File: src/adcseq_pkg.sv
// package: register map, field layouts, timing constants and types
package adcseq_pkg;
   // register byte offsets
   localparam logic [11:0] ADCSEQ_CTRL_OFS    = 12'h000;
   localparam logic [11:0] ADCSEQ_CONV_OFS    = 12'h004;
   localparam logic [11:0] ADCSEQ_BIAS_OFS    = 12'h008;
   localparam logic [11:0] ADCSEQ_FE_OFS      = 12'h00C;
   localparam logic [11:0] ADCSEQ_STATUS_OFS  = 12'h010;
   localparam logic [11:0] ADCSEQ_IRQ_ST_OFS  = 12'h014;
   localparam logic [11:0] ADCSEQ_IRQ_EN_OFS  = 12'h018;
   localparam logic [11:0] ADCSEQ_IRQ_CLR_OFS = 12'h01C;
   localparam logic [11:0] ADCSEQ_FE_CNT      = 12'h005;
   // control bits
   localparam int ADCSEQ_CTRL_START  = 0;
   localparam int ADCSEQ_CTRL_CONT   = 1;
   localparam int ADCSEQ_CTRL_SWRST  = 2;
   localparam int ADCSEQ_CTRL_WAKE   = 3;
   localparam int ADCSEQ_CTRL_SLEEP  = 4;
   localparam int ADCSEQ_CTRL_BYPASS = 5;
   // interrupt bits
   localparam int ADCSEQ_IRQ_EOC     = 0;
   localparam int ADCSEQ_IRQ_READY   = 1;
   localparam int ADCSEQ_IRQ_BADCFG  = 2;
   localparam int ADCSEQ_IRQ_W       = 3;
   // conversion settings (log2 codes)
   localparam logic [3:0] ADCSEQ_OSR_LOG_MIN = 4'h3;
   localparam logic [3:0] ADCSEQ_OSR_LOG_MAX = 4'hA;
   localparam logic [1:0] ADCSEQ_NEL_LOG_MAX = 2'h3;
   localparam logic [3:0] ADCSEQ_OSR_LOG_RST = 4'h5;
   localparam logic [1:0] ADCSEQ_NEL_LOG_RST = 2'h0;
   localparam logic [1:0] ADCSEQ_BIAS_RST    = 2'h3;
   localparam logic [1:0] ADCSEQ_BIAS_FULL   = 2'h3;
   localparam logic [1:0] ADCSEQ_BIAS_3Q     = 2'h2;
   localparam logic [1:0] ADCSEQ_BIAS_HALF   = 2'h1;
   localparam logic [1:0] ADCSEQ_BIAS_QTR    = 2'h0;
   // timing
   localparam int CLK_MHZ              = 50;
   localparam int POWER_ON_STARTUP_US  = 800;
   localparam int OSC_ENABLE_US        = 450;
   localparam int STARTUP_CYC = POWER_ON_STARTUP_US * CLK_MHZ;
   localparam int OSC_CYC     = OSC_ENABLE_US * CLK_MHZ;
   localparam logic [7:0] FS_DIV_RST   = 8'h63;
   localparam int CNT_W = 16;

   typedef enum logic [2:0] {
      ADCSEQ_SLEEP, ADCSEQ_WAKING, ADCSEQ_STARTUP,
      ADCSEQ_IDLE, ADCSEQ_CONV, ADCSEQ_DONE
   } adcseq_state_t;

   typedef struct packed {
      logic [3:0] osr_log;
      logic [1:0] nel_log;
   } adcseq_conv_cfg_t;

   typedef struct packed {
      logic [1:0] gain_stage_bias_sel;
      logic [1:0] converter_bias_sel;
   } adcseq_bias_t;
endpackage
File: src/adc_conversion_sequencer.sv
// conversion sequencer with apb registers and interrupts
`timescale 1ns/1ns
module adc_conversion_sequencer
   import adcseq_pkg::*;
#(
   parameter int STARTUP_CYCLES = STARTUP_CYC,
   parameter int OSC_CYCLES     = OSC_CYC
)
(
   input  wire logic        pclk,
   input  wire logic        presetn,
   input  wire logic        psel,
   input  wire logic        penable,
   input  wire logic        pwrite,
   input  wire logic [11:0] paddr,
   input  wire logic [31:0] pwdata,
   output logic [31:0]      prdata,
   output logic             pready,
   output logic             pslverr,
   input  wire logic        host_transfer,
   output logic             conv_done,
   output logic             gain_stage_reset,
   output logic             osc_enable,
   output logic             settled,
   output logic [4:0]       resolution,
   output logic [3:0]       gain_stage_bias_level,
   output logic [3:0]       converter_bias_level,
   output logic             irq
);
   typedef struct packed {
      adcseq_state_t         state;
      adcseq_conv_cfg_t      cfg;
      adcseq_bias_t          bias;
      logic [7:0]            fs_div;
      logic                  cont;
      logic                  bypass;
      logic [4:0][7:0]       fe_reg;
      logic [CNT_W-1:0]      conv_cnt;
      logic [CNT_W-1:0]      settle_cnt;
      logic [31:0]           wait_cnt;
      logic                  done;
      logic                  pga_rst;
      logic [ADCSEQ_IRQ_W-1:0] irq_st;
      logic [ADCSEQ_IRQ_W-1:0] irq_en;
      logic [31:0]           rdata;
      logic                  err;
   } adcseq_st_t;

   adcseq_st_t st;
   adcseq_st_t next_st;
   logic       fs_tick;
   logic       setup;
   logic       wr;
   logic       rd;
   logic [CNT_W-1:0] conv_len;
   logic [CNT_W-1:0] osr_val;
   logic       cfg_ok;
   logic [ADCSEQ_IRQ_W-1:0] ev;

   assign setup = psel & ~penable;
   assign wr    = setup & pwrite;
   assign rd    = setup & ~pwrite;

   // fs enable runs only while the oscillator is up
   adcseq_fs_div u_fs_div (
      .pclk    (pclk),
      .presetn (presetn),
      .run     (st.state != ADCSEQ_SLEEP),
      .div     (st.fs_div),
      .fs_tick (fs_tick)
   );

   adcseq_bias_map u_pga_bias (
      .sel   (st.bias.gain_stage_bias_sel),
      .level (gain_stage_bias_level)
   );

   adcseq_bias_map u_adc_bias (
      .sel   (st.bias.converter_bias_sel),
      .level (converter_bias_level)
   );

   assign osr_val = CNT_W'(1) << st.cfg.osr_log;
   // nel*(osr+1)+1
   assign conv_len = ((osr_val + CNT_W'(1)) << st.cfg.nel_log)
                     + CNT_W'(1);

   function automatic logic valid_cfg(input logic [3:0] o,
                                      input logic [1:0] n);
      valid_cfg = (o >= ADCSEQ_OSR_LOG_MIN) && (o <= ADCSEQ_OSR_LOG_MAX)
                  && (n <= ADCSEQ_NEL_LOG_MAX);
   endfunction

   assign cfg_ok = valid_cfg(pwdata[3:0], pwdata[5:4]);

   always_comb begin
      next_st = st;
      ev = '0;
      next_st.done = 1'b0;
      next_st.pga_rst = 1'b0;
      next_st.err = 1'b0;

      // settling counter in fs cycles since last gain reset
      if (fs_tick && st.settle_cnt != {CNT_W{1'b1}}) begin
         next_st.settle_cnt = st.settle_cnt + CNT_W'(1);
      end

      // state machine
      case (st.state)
         ADCSEQ_SLEEP: begin
            if (host_transfer) begin
               next_st.state = ADCSEQ_WAKING;
               next_st.wait_cnt = '0;
            end
         end
         ADCSEQ_WAKING: begin
            next_st.wait_cnt = st.wait_cnt + 32'h1;
            if (st.wait_cnt >= 32'(OSC_CYCLES - 1)) begin
               next_st.state = ADCSEQ_IDLE;
               ev[ADCSEQ_IRQ_READY] = 1'b1;
            end
         end
         ADCSEQ_STARTUP: begin
            next_st.wait_cnt = st.wait_cnt + 32'h1;
            if (st.wait_cnt >= 32'(STARTUP_CYCLES - 1)) begin
               next_st.state = ADCSEQ_SLEEP;
               ev[ADCSEQ_IRQ_READY] = 1'b1;
            end
         end
         ADCSEQ_IDLE: begin
         end
         ADCSEQ_CONV: begin
            if (fs_tick) begin
               next_st.conv_cnt = st.conv_cnt + CNT_W'(1);
               if (st.conv_cnt >= conv_len - CNT_W'(1)) begin
                  next_st.state = ADCSEQ_DONE;
                  next_st.conv_cnt = '0;
                  ev[ADCSEQ_IRQ_EOC] = 1'b1;
               end
            end
         end
         ADCSEQ_DONE: begin
            // pulse stands for one fs period
            if (fs_tick) begin
               next_st.state = st.cont ? ADCSEQ_CONV
                                       : ADCSEQ_IDLE;
               // pulse period is the first cycle of the next conversion
               if (st.cont) begin
                  next_st.conv_cnt = CNT_W'(1);
               end
            end
         end
         default: next_st.state = ADCSEQ_SLEEP;
      endcase

      // register writes, taken in the setup cycle
      if (wr) begin
         if (paddr == ADCSEQ_CTRL_OFS) begin
            next_st.cont = pwdata[ADCSEQ_CTRL_CONT];
            next_st.bypass = pwdata[ADCSEQ_CTRL_BYPASS];
            if (pwdata[ADCSEQ_CTRL_SWRST]) begin
               next_st.state = ADCSEQ_STARTUP;
               next_st.wait_cnt = '0;
               next_st.conv_cnt = '0;
            end else if (pwdata[ADCSEQ_CTRL_SLEEP]) begin
               next_st.state = ADCSEQ_SLEEP;
            end else if (pwdata[ADCSEQ_CTRL_START]
                         && st.state == ADCSEQ_IDLE) begin
               // start is not held off; settled shows readiness
               next_st.state = ADCSEQ_CONV;
               next_st.conv_cnt = '0;
            end
         end else if (paddr == ADCSEQ_CONV_OFS) begin
            if (cfg_ok) begin
               next_st.cfg.osr_log = pwdata[3:0];
               next_st.cfg.nel_log = pwdata[5:4];
            end else begin
               ev[ADCSEQ_IRQ_BADCFG] = 1'b1;
               next_st.err = 1'b1;
            end
            next_st.fs_div = pwdata[15:8];
         end else if (paddr == ADCSEQ_BIAS_OFS) begin
            next_st.bias.gain_stage_bias_sel = pwdata[1:0];
            next_st.bias.converter_bias_sel = pwdata[3:2];
         end else if (paddr >= ADCSEQ_FE_OFS
                      && paddr < ADCSEQ_STATUS_OFS) begin
            // bytes 0..3 of this word read back regs 0..3; the next word (status bits 12:9) holds bits 3:0 of reg 4
         end else if (paddr == ADCSEQ_IRQ_EN_OFS) begin
            next_st.irq_en = pwdata[ADCSEQ_IRQ_W-1:0];
         end else if (paddr == ADCSEQ_IRQ_CLR_OFS) begin
            next_st.irq_st = st.irq_st & ~pwdata[ADCSEQ_IRQ_W-1:0];
         end else if (paddr != ADCSEQ_STATUS_OFS
                      && paddr != ADCSEQ_IRQ_ST_OFS) begin
            next_st.err = 1'b1;
         end
      end

      // frontend config: one register index per write, any write resets
      if (wr && paddr == ADCSEQ_FE_OFS) begin
         if (pwdata[11:8] < ADCSEQ_FE_CNT[3:0]) begin
            next_st.fe_reg[pwdata[10:8]] = pwdata[7:0];
         end
         next_st.pga_rst = 1'b1;
         next_st.settle_cnt = '0;
      end

      // events: set wins over clear
      next_st.irq_st = next_st.irq_st | ev;

      // read data captured in setup, presented in access
      next_st.rdata = '0;
      if (rd) begin
         if (paddr == ADCSEQ_CTRL_OFS) begin
            next_st.rdata[ADCSEQ_CTRL_CONT] = st.cont;
            next_st.rdata[ADCSEQ_CTRL_BYPASS] = st.bypass;
         end else if (paddr == ADCSEQ_CONV_OFS) begin
            next_st.rdata[5:0] = {st.cfg.nel_log, st.cfg.osr_log};
            next_st.rdata[15:8] = st.fs_div;
         end else if (paddr == ADCSEQ_BIAS_OFS) begin
            next_st.rdata[3:0] = {st.bias.converter_bias_sel,
                                  st.bias.gain_stage_bias_sel};
         end else if (paddr == ADCSEQ_FE_OFS) begin
            next_st.rdata = {st.fe_reg[3], st.fe_reg[2],
                             st.fe_reg[1], st.fe_reg[0]};
         end else if (paddr == ADCSEQ_STATUS_OFS) begin
            next_st.rdata[2:0] = st.state;
            next_st.rdata[3] = settled;
            next_st.rdata[8:4] = resolution;
            next_st.rdata[15:9] = {3'h0, st.fe_reg[4][3:0]};
         end else if (paddr == ADCSEQ_IRQ_ST_OFS) begin
            next_st.rdata[ADCSEQ_IRQ_W-1:0] = st.irq_st;
         end else if (paddr == ADCSEQ_IRQ_EN_OFS) begin
            next_st.rdata[ADCSEQ_IRQ_W-1:0] = st.irq_en;
         end else if (paddr != ADCSEQ_IRQ_CLR_OFS) begin
            next_st.err = 1'b1;
         end
      end
   end

   always_ff @(posedge pclk or negedge presetn) begin
      if (!presetn) begin
         st <= '0;
         st.state <= ADCSEQ_STARTUP;
         st.cfg.osr_log <= ADCSEQ_OSR_LOG_RST;
         st.cfg.nel_log <= ADCSEQ_NEL_LOG_RST;
         st.bias <= {ADCSEQ_BIAS_RST, ADCSEQ_BIAS_RST};
         st.fs_div <= FS_DIV_RST;
         st.pga_rst <= 1'b1;
      end else begin
         st <= next_st;
      end
   end

   // bypassed gain stages need no settling
   assign settled = st.bypass
      || (st.settle_cnt >= osr_val);
   assign resolution = 5'({st.cfg.osr_log, 1'b0})
      + 5'(st.cfg.nel_log);
   assign conv_done = (st.state == ADCSEQ_DONE);
   assign gain_stage_reset = st.pga_rst;
   assign osc_enable = (st.state != ADCSEQ_SLEEP);
   assign irq = |(st.irq_st & st.irq_en);
   assign prdata = st.rdata;
   assign pready = psel & penable;
   assign pslverr = psel & penable & st.err;
endmodule

File: src/adcseq_bias_map.sv
// two-bit bias code to bias level decode
`timescale 1ns/1ns
module adcseq_bias_map
   import adcseq_pkg::*;
(
   input  wire logic [1:0] sel,
   output logic [3:0]      level
);
   // one-hot: full, three quarters, half, quarter
   always_comb begin
      case (sel)
         ADCSEQ_BIAS_FULL: level = 4'h8;
         ADCSEQ_BIAS_3Q:   level = 4'h4;
         ADCSEQ_BIAS_HALF: level = 4'h2;
         default:          level = 4'h1;
      endcase
   end
endmodule

File: src/adcseq_fs_div.sv
// sampling clock enable divider
`timescale 1ns/1ns
module adcseq_fs_div
   import adcseq_pkg::*;
(
   input  wire logic       pclk,
   input  wire logic       presetn,
   input  wire logic       run,
   input  wire logic [7:0] div,
   output logic            fs_tick
);
   typedef struct packed {
      logic [7:0] cnt;
      logic       tick;
   } adcseq_div_st_t;
   adcseq_div_st_t st;
   adcseq_div_st_t next_st;

   always_comb begin
      next_st = st;
      next_st.tick = 1'b0;
      if (!run) begin
         next_st.cnt = 8'h00;
      end else if (st.cnt >= div) begin
         next_st.cnt = 8'h00;
         next_st.tick = 1'b1;
      end else begin
         next_st.cnt = st.cnt + 8'h01;
      end
   end

   always_ff @(posedge pclk or negedge presetn) begin
      if (!presetn) begin
         st <= '0;
      end else begin
         st <= next_st;
      end
   end
   assign fs_tick = st.tick;
endmodule

File: config.mk
export PLATFORM = sky130hd
export DESIGN_NAME = adc_conversion_sequencer
export DESIGN_NICKNAME = d
export VERILOG_FILES = /design/src/adcseq_pkg.sv /design/src/adc_conversion_sequencer.sv /design/src/adcseq_bias_map.sv /design/src/adcseq_fs_div.sv
export SDC_FILE = /design/constraint.sdc
export NUM_CORES = 1
export LEC_CHECK = 0
export ABC_AREA = 1
export CORE_ASPECT_RATIO = 0.75
export CORE_UTILIZATION = 50
export CTS_CLUSTER_SIZE = 14
export DETAILED_ROUTE_END_ITERATION = 16
export DONT_BUFFER_PORTS = 1
export PLACE_DENSITY = 0.67
export SYNTH_ARGS = -nofsm -noshare
export SYNTH_HDL_FRONTEND = slang
export SYNTH_SLANG_ARGS = --single-unit
export TNS_END_PERCENT = 1
File: constraint.sdc
create_clock -name pclk -period 3.8 [get_ports pclk]
set_input_delay 0.19 -clock pclk [delete_from_list [all_inputs] [get_ports pclk]]
set_output_delay 0.19 -clock pclk [all_outputs]
set_load 0.02 [all_outputs]
# ---- After elaboration in Yosys (flattened, before gate mapping)
# Index checks and enable logic that the tools add are counted.
dict set report word_totals {
  inputBits 50
  ff_bits 176
}
dict set report classes {
  n_shift 2
  muxes 98
  eq_ne 22
  order_cmp 13
  n_bitwise 15
  n_addsub 8
  reduce_logical 21
}
# cell count
set op_table {}
lappend op_table {{$mux 16} 14}
lappend op_table {{$mux 32} 4}
lappend op_table {{$add 16x1->16 const B} 4}
lappend op_table {{$pmux 32 s2} 1}
lappend op_table {{$mux 3} 18}
lappend op_table {{$eq 12x5->1 const B} 4}
lappend op_table {{$mux 6} 8}
lappend op_table {{$bwmux 40} 1}
lappend op_table {{$mux 8} 5}
lappend op_table {{$ne 12x5->1 const B} 3}
lappend op_table {{$mux 33} 1}
lappend op_table {{$add 32x1->32 const B} 1}
lappend op_table {{$ge 16x16->1} 2}
lappend op_table {{$ge 32x15->1 const B} 1}
lappend op_table {{$ge 32x16->1 const B} 1}
lappend op_table {{$pmux 16 s2} 1}
lappend op_table {{$mux 1} 29}
lappend op_table {{$mux 28} 1}
lappend op_table {{$mux 26} 1}
lappend op_table {{$demux 8 s3} 1}
lappend op_table {{$eq 12x4->1 const B} 2}
lappend op_table {{$pmux 4 s3} 2}
lappend op_table {{$mux 23} 1}
lappend op_table {{$mux 18} 1}
lappend op_table {{43 further kinds} 72}

# ---- Logic depth before layout (Yosys ltp)
# Gate-level depths: netlist (run 1).
dict set report depth {
  depth_word 19
  depth_mapped 20
  ltp_nobuf 19
}

# ---- Modules after synthesis
# From an unflattened synthesis (run 1), not the netlist that was laid out.
dict set report unflattened {
  cells_unflattened 1409
  area_unflattened_um2 10577.6
}
# module cells_each n_inst area_per_inst_um2
set modules_own_cells {}
lappend modules_own_cells {adc_conversion_sequencer 1309 1 9865.7}
lappend modules_own_cells {adcseq_fs_div 86 1 659.4}
lappend modules_own_cells {adcseq_bias_map 7 2 26.3}

# ---- Worst setup path after synthesis (run 1)
# Ideal clock, no wire load.
dict set report synth_timing {
  kind {register to register}
  start {register st[161] (netlist name)}
  end {register st[100] (netlist name)}
  setup_slack_ps 929
  path_buffers 1
  period_less_slack_ps 2871
  arrival_ps 2793
  path_stages_with_launch 21
  path_cell_list {dfstp_2 > inv_1 > nor2_1 > nand2_1 > nor2_1 > ha_1 > xnor2_1 > nand2_1 > o21ai_0 > mux2i_1 > ha_1 > a21oi_1 > o21ai_0 > nand2_1 > o211ai_1 > nand2_1 > nand3_1 > nand2_1 > clkbuf_1 > nand2_1 > a21oi_1}
}
# element line
set synth_lines {}
lappend synth_lines {{start: declaration} adc_conversion_sequencer.sv:49} ;# adcseq_st_t st;
lappend synth_lines {{start signal: assignment} adc_conversion_sequencer.sv:250} ;# st <= next_st;

==> impl_metrics.env, run 1 <==
export IMPL_stdcell_count=1664
export IMPL_syn_to_final_growth_pct=6.32
export IMPL_grt_pass1_vias=8382
export IMPL_use_met1_pct=40.9
export IMPL_setup_ws_ps=365
export IMPL_coreArea_mm2=0.0206
export IMPL_rsz0062_at_grt="false"
export IMPL_p_per_area_mw_per_mm2=404
export IMPL_drv_slew=0
export IMPL_clk_path_buf_depth=2
export IMPL_yosysMostFrequentCell="nand2_1"
export IMPL_dp_cells=1622
export IMPL_grt_overflow_total=0
export IMPL_vias_per_cell=5.59
export IMPL_h_tree_depth=4
export IMPL_antenna_found_initial=0
export IMPL_drtIter0Drc=1001
export IMPL_slew_headroom_pct=34.8
export IMPL_postSynthCellCount=1403
export IMPL_tns_ps=0
export IMPL_hpwl_um=19700
export IMPL_clock_sinks=172
export IMPL_synth_top_area_share_pct=37.7
export IMPL_cts_hold_buf=10
export IMPL_wl_um=27500
export IMPL_cp_end_kind="flop"
export IMPL_max_freq_ghz=0.291
export IMPL_grt_usage_pct=26.5
export IMPL_die_h_um=128
export IMPL_async_flop_share_pct=100
export IMPL_use_met3_pct=4.79
export IMPL_routabilityCongestion=0.972
export IMPL_diodes=0
export IMPL_outcome="finished with violations"
export IMPL_worstMarginPinSlew_ps=979
export IMPL_slowest_delay_ps=650
export IMPL_synth_top_flop_cell="dfrtp_1"
export IMPL_synth_edf_count=0
export IMPL_drc=0
export IMPL_final_hold_violation_count=172
export IMPL_initial_core_util_pct=51.7
export IMPL_grt_pass1_wl_um=44700
export IMPL_syn_cell_area_mm2=0.0106
export IMPL_cts_tree="done"
export IMPL_violations="hold timing"
export IMPL_grt_max_degree=173
export IMPL_cp_required_ps=4150
export IMPL_clock_skew_ps=11.6
export IMPL_seq_area_mm2=0.00432
export IMPL_ys_seq_area_share_pct=40.6
export IMPL_p_leak_uw=0.00519
export IMPL_grt_use_met2_pct=37.4
export IMPL_insertion_delay_ps=440
export IMPL_fillers=1948
export IMPL_drtAntennaViolNets=0
export IMPL_multi_input_area_mm2=0.00523
export IMPL_period_share_pct=90.4
export IMPL_port_buffers=0
export IMPL_dieWidth_um=170
export IMPL_final_setup_viol_count=0
export IMPL_syn_area_per_cell_um2=7.57
export IMPL_ios=102
export IMPL_syn_nets=1499
export IMPL_drtPass1Iterations=5
export IMPL_total_power_uw=4570
export IMPL_ys_types=57
export IMPL_period_minus_slack_ps=3430
export IMPL_drive_gt1_share_pct=6.73
export IMPL_cp_arrival_ps=3780
export IMPL_holdWs_ps=-546
export IMPL_synth_seq_cells=172
export IMPL_min_path_type="in2async"
export IMPL_cpLargestDelayFamily="simple AND/OR/NAND/NOR gates"
export IMPL_avgRoutedWirePerCell_um=16.5
export IMPL_yosysWarningCount=0
export IMPL_crit_type="reg2reg"
export IMPL_via_count=9310
export IMPL_cts_root_buf="clkbuf_16"
export IMPL_drv_cap=0
export IMPL_yosysTopAreaCell="dfrtp_1"
export IMPL_crit_slowest_cell="dfstp_2"
export IMPL_dieArea_mm2=0.0218
export IMPL_ff2ff_setup_slack_ps=370
export IMPL_netlist_top_cells_count="nand2_1, inv_1, dfrtp_1"
export IMPL_grt_busiest_layer="met1"
export IMPL_cp_max_fo=16
export IMPL_cp_start_kind="flop"
export IMPL_peakVddDrop_mv=0.306
export IMPL_cp_cell_sequence="inv_1 > nand3_1 > inv_1 > ha_1 > xnor2_1 > nand2_1 > o21ai_0 > mux2i_1 > ha_1 > a21oi_1 > o21ai_0 > nand2_1 > o211ai_1 > nand2_1 > nand3_1 > nand2_1 > nand2_1 > a21oi_1"
export IMPL_rows=45
export IMPL_dp_slack_ps=460
export IMPL_fin_nets=1465
export IMPL_path_buf_inv=2
export IMPL_cts_buffers=17
export IMPL_crit_path_frequent_cell="nand2_1"
export IMPL_cts_clk_slew_worst_paths_ps=70
export IMPL_synth_area_leaders="dfrtp_1, nand2_1, inv_1"
-- metal layers --
| layer | part of all wire, % | vias to the layer above |
|---|---|---|
| met5 | 0 | - |
| met4 | 1.7 | 0 |
| met3 | 6.5 | 28 |
| met2 | 41 | 303 |
| met1 | 51 | 4411 |
| li1 | - | 4568 |
-- timing repair --
| action | CTS | global route |
|---|---|---|
| gates resized for setup | 0 | 0 |
| buffers inserted | 0 | 0 |
| hold endpoints to repair | 184 | 172 |
-- sequential cells by signal, summed over array words and instances (netlist names) --
| name | flops |
|---|---|
| u_fs_div.st | 8 |
| u_fs_div.fs_tick | 1 |
| st | 130 |
| gain_stage_reset | 1 |
| prdata | 32 |
-- power by group --
part,total [uW],internal (uW),switching [uW],leakage (uW)
Sequential,2200,1980,226,0.00226
Combinational,636,255,381,0.00265
Clock,1730,935,793,0.000279
-- final timing paths --
check / depth (start not counted) / startpoint / end
worst max-delay path: 18 / st[163] / st[91]
min in group pclk: 3 / pwdata[3] / st[38]
worst min-delay path: 0 / presetn / st[98]
worst max register to register: 18 / st[163] / st[91]
worst min register to register: 2 / st[122] / st[122]
max in group asynchronous: 0 / presetn / st[166]
-- logic make-up (layout without fill, tap and decap cells) --
| logic type | count (synthesis) | count (layout) | share of synthesized area (%) |
|---|---|---|---|
| and+or+nand+nor | 622 | 622 | 26.2 |
| AOI/OAI and AO/OA | 283 | 283 | 14.7 |
| buffers and inverters | 247 | 226 | 10.1 |
| DFF | 172 | 172 | 40.6 |
| adders and majority gates | 46 | 46 | 5.42 |
| xor gates and xnor gates | 22 | 22 | 1.81 |
| muxes | 11 | 11 | 1.09 |
-- layout by cell type (no fill, tap or decap), types with 7 or more instances in the layout --
cell	n
nand3_1	84
nand2_1	318
a21oi_1	103
o21ai_0	106
dfrtp_1	160
clkbuf_16	17
o211ai_1	9
nor2_1	120
buf_4	9
o31ai_1	7
xor2_1	20
o21ai_1	25
dlygate4sd3_1	10
ha_1	46
nand4_1	28
nor3_1	28
dfstp_2	12
inv_1	167
-- final cells by class --
class / instances / area share (%)
timing repair buffer: 19 / 1.48
tap: 282 / 3.12
clock buffer: 19 / 3.92
sequential: 172 / 38.2
multi-input combinational: 984 / 46.3
clock inverter: 13 / 1.12
inverter: 175 / 5.81
-- worst reg2reg max path: stages, from the launching register on --
cell,delay (ps)
dfstp_2,650
inv_1,140
nand3_1,150
inv_1,90
ha_1,200
xnor2_1,220
nand2_1,70
o21ai_0,120
mux2i_1,120
ha_1,310
a21oi_1,130
o21ai_0,90
nand2_1,70
o211ai_1,80
nand2_1,60
nand3_1,90
nand2_1,460
nand2_1,120
a21oi_1,180
-- per-stage QoR --
step	utilization, %	cell area, um2
2_1_floorplan	-	10600
3_3_place_gp	51.7	10600
3_5_place_dp	51.7	10600
4_1_cts	55.0	11300
5_1_grt	55.0	11300
6_report	55.0	11300
Note: power is estimated with default switching activity, not from simulation.
==> run 2, diff against run 1 <==
==> constraint.sdc (replaced) <==
create_clock -name pclk -period 3.8 [get_ports pclk]
set_input_delay 0.57 -clock pclk [delete_from_list [all_inputs] [get_ports pclk]]
set_output_delay 0.57 -clock pclk [all_outputs]
set_load 0.02 [all_outputs]
==> run 2 against run 1 <==
The run still ends with hold timing left. Critical path type is now reg2out. Highest routed layer unchanged. Setup slack gained 120 ps. Via count shrank 0.70%. Power grew 1.8%. Largest power group unchanged. Sequential share of layout area grew 0.20 points. Core utilization shrank 0.28 points. Flip-flop and latch count is the same. Sequential power is essentially flat. Critical path depth shrank 8. Register-to-register slack gained 130 ps. Maximum frequency grew 3.7%.
==> impl_metrics.env, run 2 (synthesized netlist as in run 1, its figures left out) <==
export IMPL_min_path_type="in2async"
export IMPL_wl_um=27300
export IMPL_dp_cells=1622
export IMPL_slowest_delay_ps=590
export IMPL_coreArea_mm2=0.0206
export IMPL_cts_buffers=17
export IMPL_power_share_clock_pct=39.2
export IMPL_drtPass1Iterations=7
export IMPL_antenna_found_initial=1
export IMPL_path_buf_inv=2
export IMPL_rows=45
export IMPL_cp_end_kind="primary output"
export IMPL_ios=102
export IMPL_diodes=0
export IMPL_grt_usage_pct=26.4
export IMPL_period_share_pct=87.2
export IMPL_violations="hold timing"
export IMPL_drtAntennaViolNets=0
export IMPL_switching_share_pct=30.7
export IMPL_cp_max_fo=7
export IMPL_clk_path_buf_depth=2
export IMPL_via_count=9245
export IMPL_switchingPower_uw=1430
export IMPL_grt_pass1_vias=8449
export IMPL_final_core_util_pct=54.7
export IMPL_cts_clk_slew_worst_paths_ps=70
export IMPL_drv_slew=0
export IMPL_cp_start_kind="flop"
export IMPL_internal_power_uw=3220
export IMPL_grt_max_degree=173
export IMPL_hpwl_um=19600
export IMPL_final_setup_viol_count=0
export IMPL_rsz0062_at_grt="false"
export IMPL_stdcell_count=1654
export IMPL_drtIter0Drc=846
export IMPL_drc=0
export IMPL_cp_cell_sequence="inv_1 > nor2_1 > nand2_1 > nor2_1 > inv_1 > ha_1 > a21oi_1 > o21ai_0 > a21oi_1 > nand4_1"
export IMPL_final_common_cell="nand2_1"
export IMPL_max_freq_ghz=0.302
export IMPL_period_minus_slack_ps=3310
export IMPL_dieArea_mm2=0.0218
export IMPL_port_buffers=0
export IMPL_holdWs_ps=-161
export IMPL_avgRoutedWirePerCell_um=16.5
export IMPL_p_seq_share_pct=47.4
export IMPL_die_h_um=128
export IMPL_cp_required_ps=3230
export IMPL_vias_per_cell=5.59
export IMPL_setup_ws_ps=487
export IMPL_crit_slowest_cell="dfstp_2"
export IMPL_worstMarginPinSlew_ps=991
export IMPL_peakVddDrop_mv=0.290
export IMPL_clock_skew_ps=12.0
export IMPL_fillers=1957
export IMPL_cts_root_buf="clkbuf_16"
export IMPL_clock_sinks=172
export IMPL_h_tree_depth=4
export IMPL_p_leak_uw=0.00515
export IMPL_cp_arrival_ps=2740
export IMPL_grt_overflow_total=0
export IMPL_dieWidth_um=170
export IMPL_insertion_delay_ps=430
export IMPL_outcome="finished with violations"
export IMPL_fin_nets=1455
export IMPL_cpLargestDelayFamily="simple AND/OR/NAND/NOR gates"
export IMPL_routabilityCongestion=0.964
export IMPL_cts_tree="done"
export IMPL_largest_register_ffs=130
export IMPL_drive_gt1_share_pct=6.85
export IMPL_grt_pass1_wl_um=44800
export IMPL_initial_core_util_pct=51.7
export IMPL_p_comb_share_pct=13.4
export IMPL_slew_headroom_pct=34.0
export IMPL_p_per_area_mw_per_mm2=414
export IMPL_crit_type="reg2out"
export IMPL_multi_input_area_mm2=0.00524
export IMPL_drv_cap=0
export IMPL_tns_ps=0
export IMPL_post_cts_buffers=0
export IMPL_seq_area_mm2=0.00432
export IMPL_layout_common_cells="nand2_1, inv_1, dfrtp_1"
export IMPL_final_hold_violation_count=160
export IMPL_syn_to_final_growth_pct=5.78
export IMPL_dp_slack_ps=438
export IMPL_largest_register="st"
[run 2: cell count changes in the layout (fill, tap and decap cells not counted)]
cell / change
clkbuf_8: -1
nand2_2: +1
dlygate4sd3_1: -10
inv_6: -2
clkinv_8: +2
clkinv_4: +1
bufinv_16: +1
nand2_1: -1
clkinv_2: -3
clkinvlp_4: +2
[run 2: worst paths after layout]
check,from,endpoint,slack [ps],cells past startpoint
worst min register to register,st[131],st[131],490,2
worst min-delay path,presetn,st[99],-160,0
max in group asynchronous,presetn,st[157],3570,0
min in group pclk,pwdata[15],st[154],270,1
worst max-delay path,st[161],settled,490,10
worst max register to register,st[163],st[104],500,18
[run 2: repair_timing]
action	CTS	global route
endpoints found under the hold margin	162	161
setup endpoints to repair	0	1
gates resized for setup	0	1
[run 2: layer usage]
layer  vias up  part of all wire (%)  global-route usage [%]
met3        14                   7.2                    7.47
met4         0                   1.0                    5.25
met2       275                    42                    37.5
li1       4539                     -                       -
met5         -                     0                       0
met1      4417                    50                    39.6
[run 2: area by class of cell]
type / instances / area share, %
Multi-Input combinational cell: 984 / 46.6
Inverter: 175 / 5.84
Clock buffer: 18 / 3.82
Clock inverter: 14 / 1.60
Tap cell: 282 / 3.14
Sequential cell: 172 / 38.4
Timing Repair Buffer: 9 / 0.601
[run 2: metrics by stage]
step | hold WS [ps] | power (uW) | cell area (um2)
CTS | -183 | 4680 | 11200
finish | -161 | 4650 | 11200
floorplan | 274 | 2690 | 10600
detailed placement | 283 | 2840 | 10600
global route | -191 | 4870 | 11200
global placement | 284 | 2820 | 10600
[run 2: power groups by stage]
stage	registers, uW	clock network, uW	logic (uW)
2_1_floorplan	2140	0	546
3_3_place_gp	2230	0	597
3_5_place_dp	2230	0	616
4_1_cts	2200	1860	620
5_1_grt	2230	1920	717
6_report	2200	1820	622
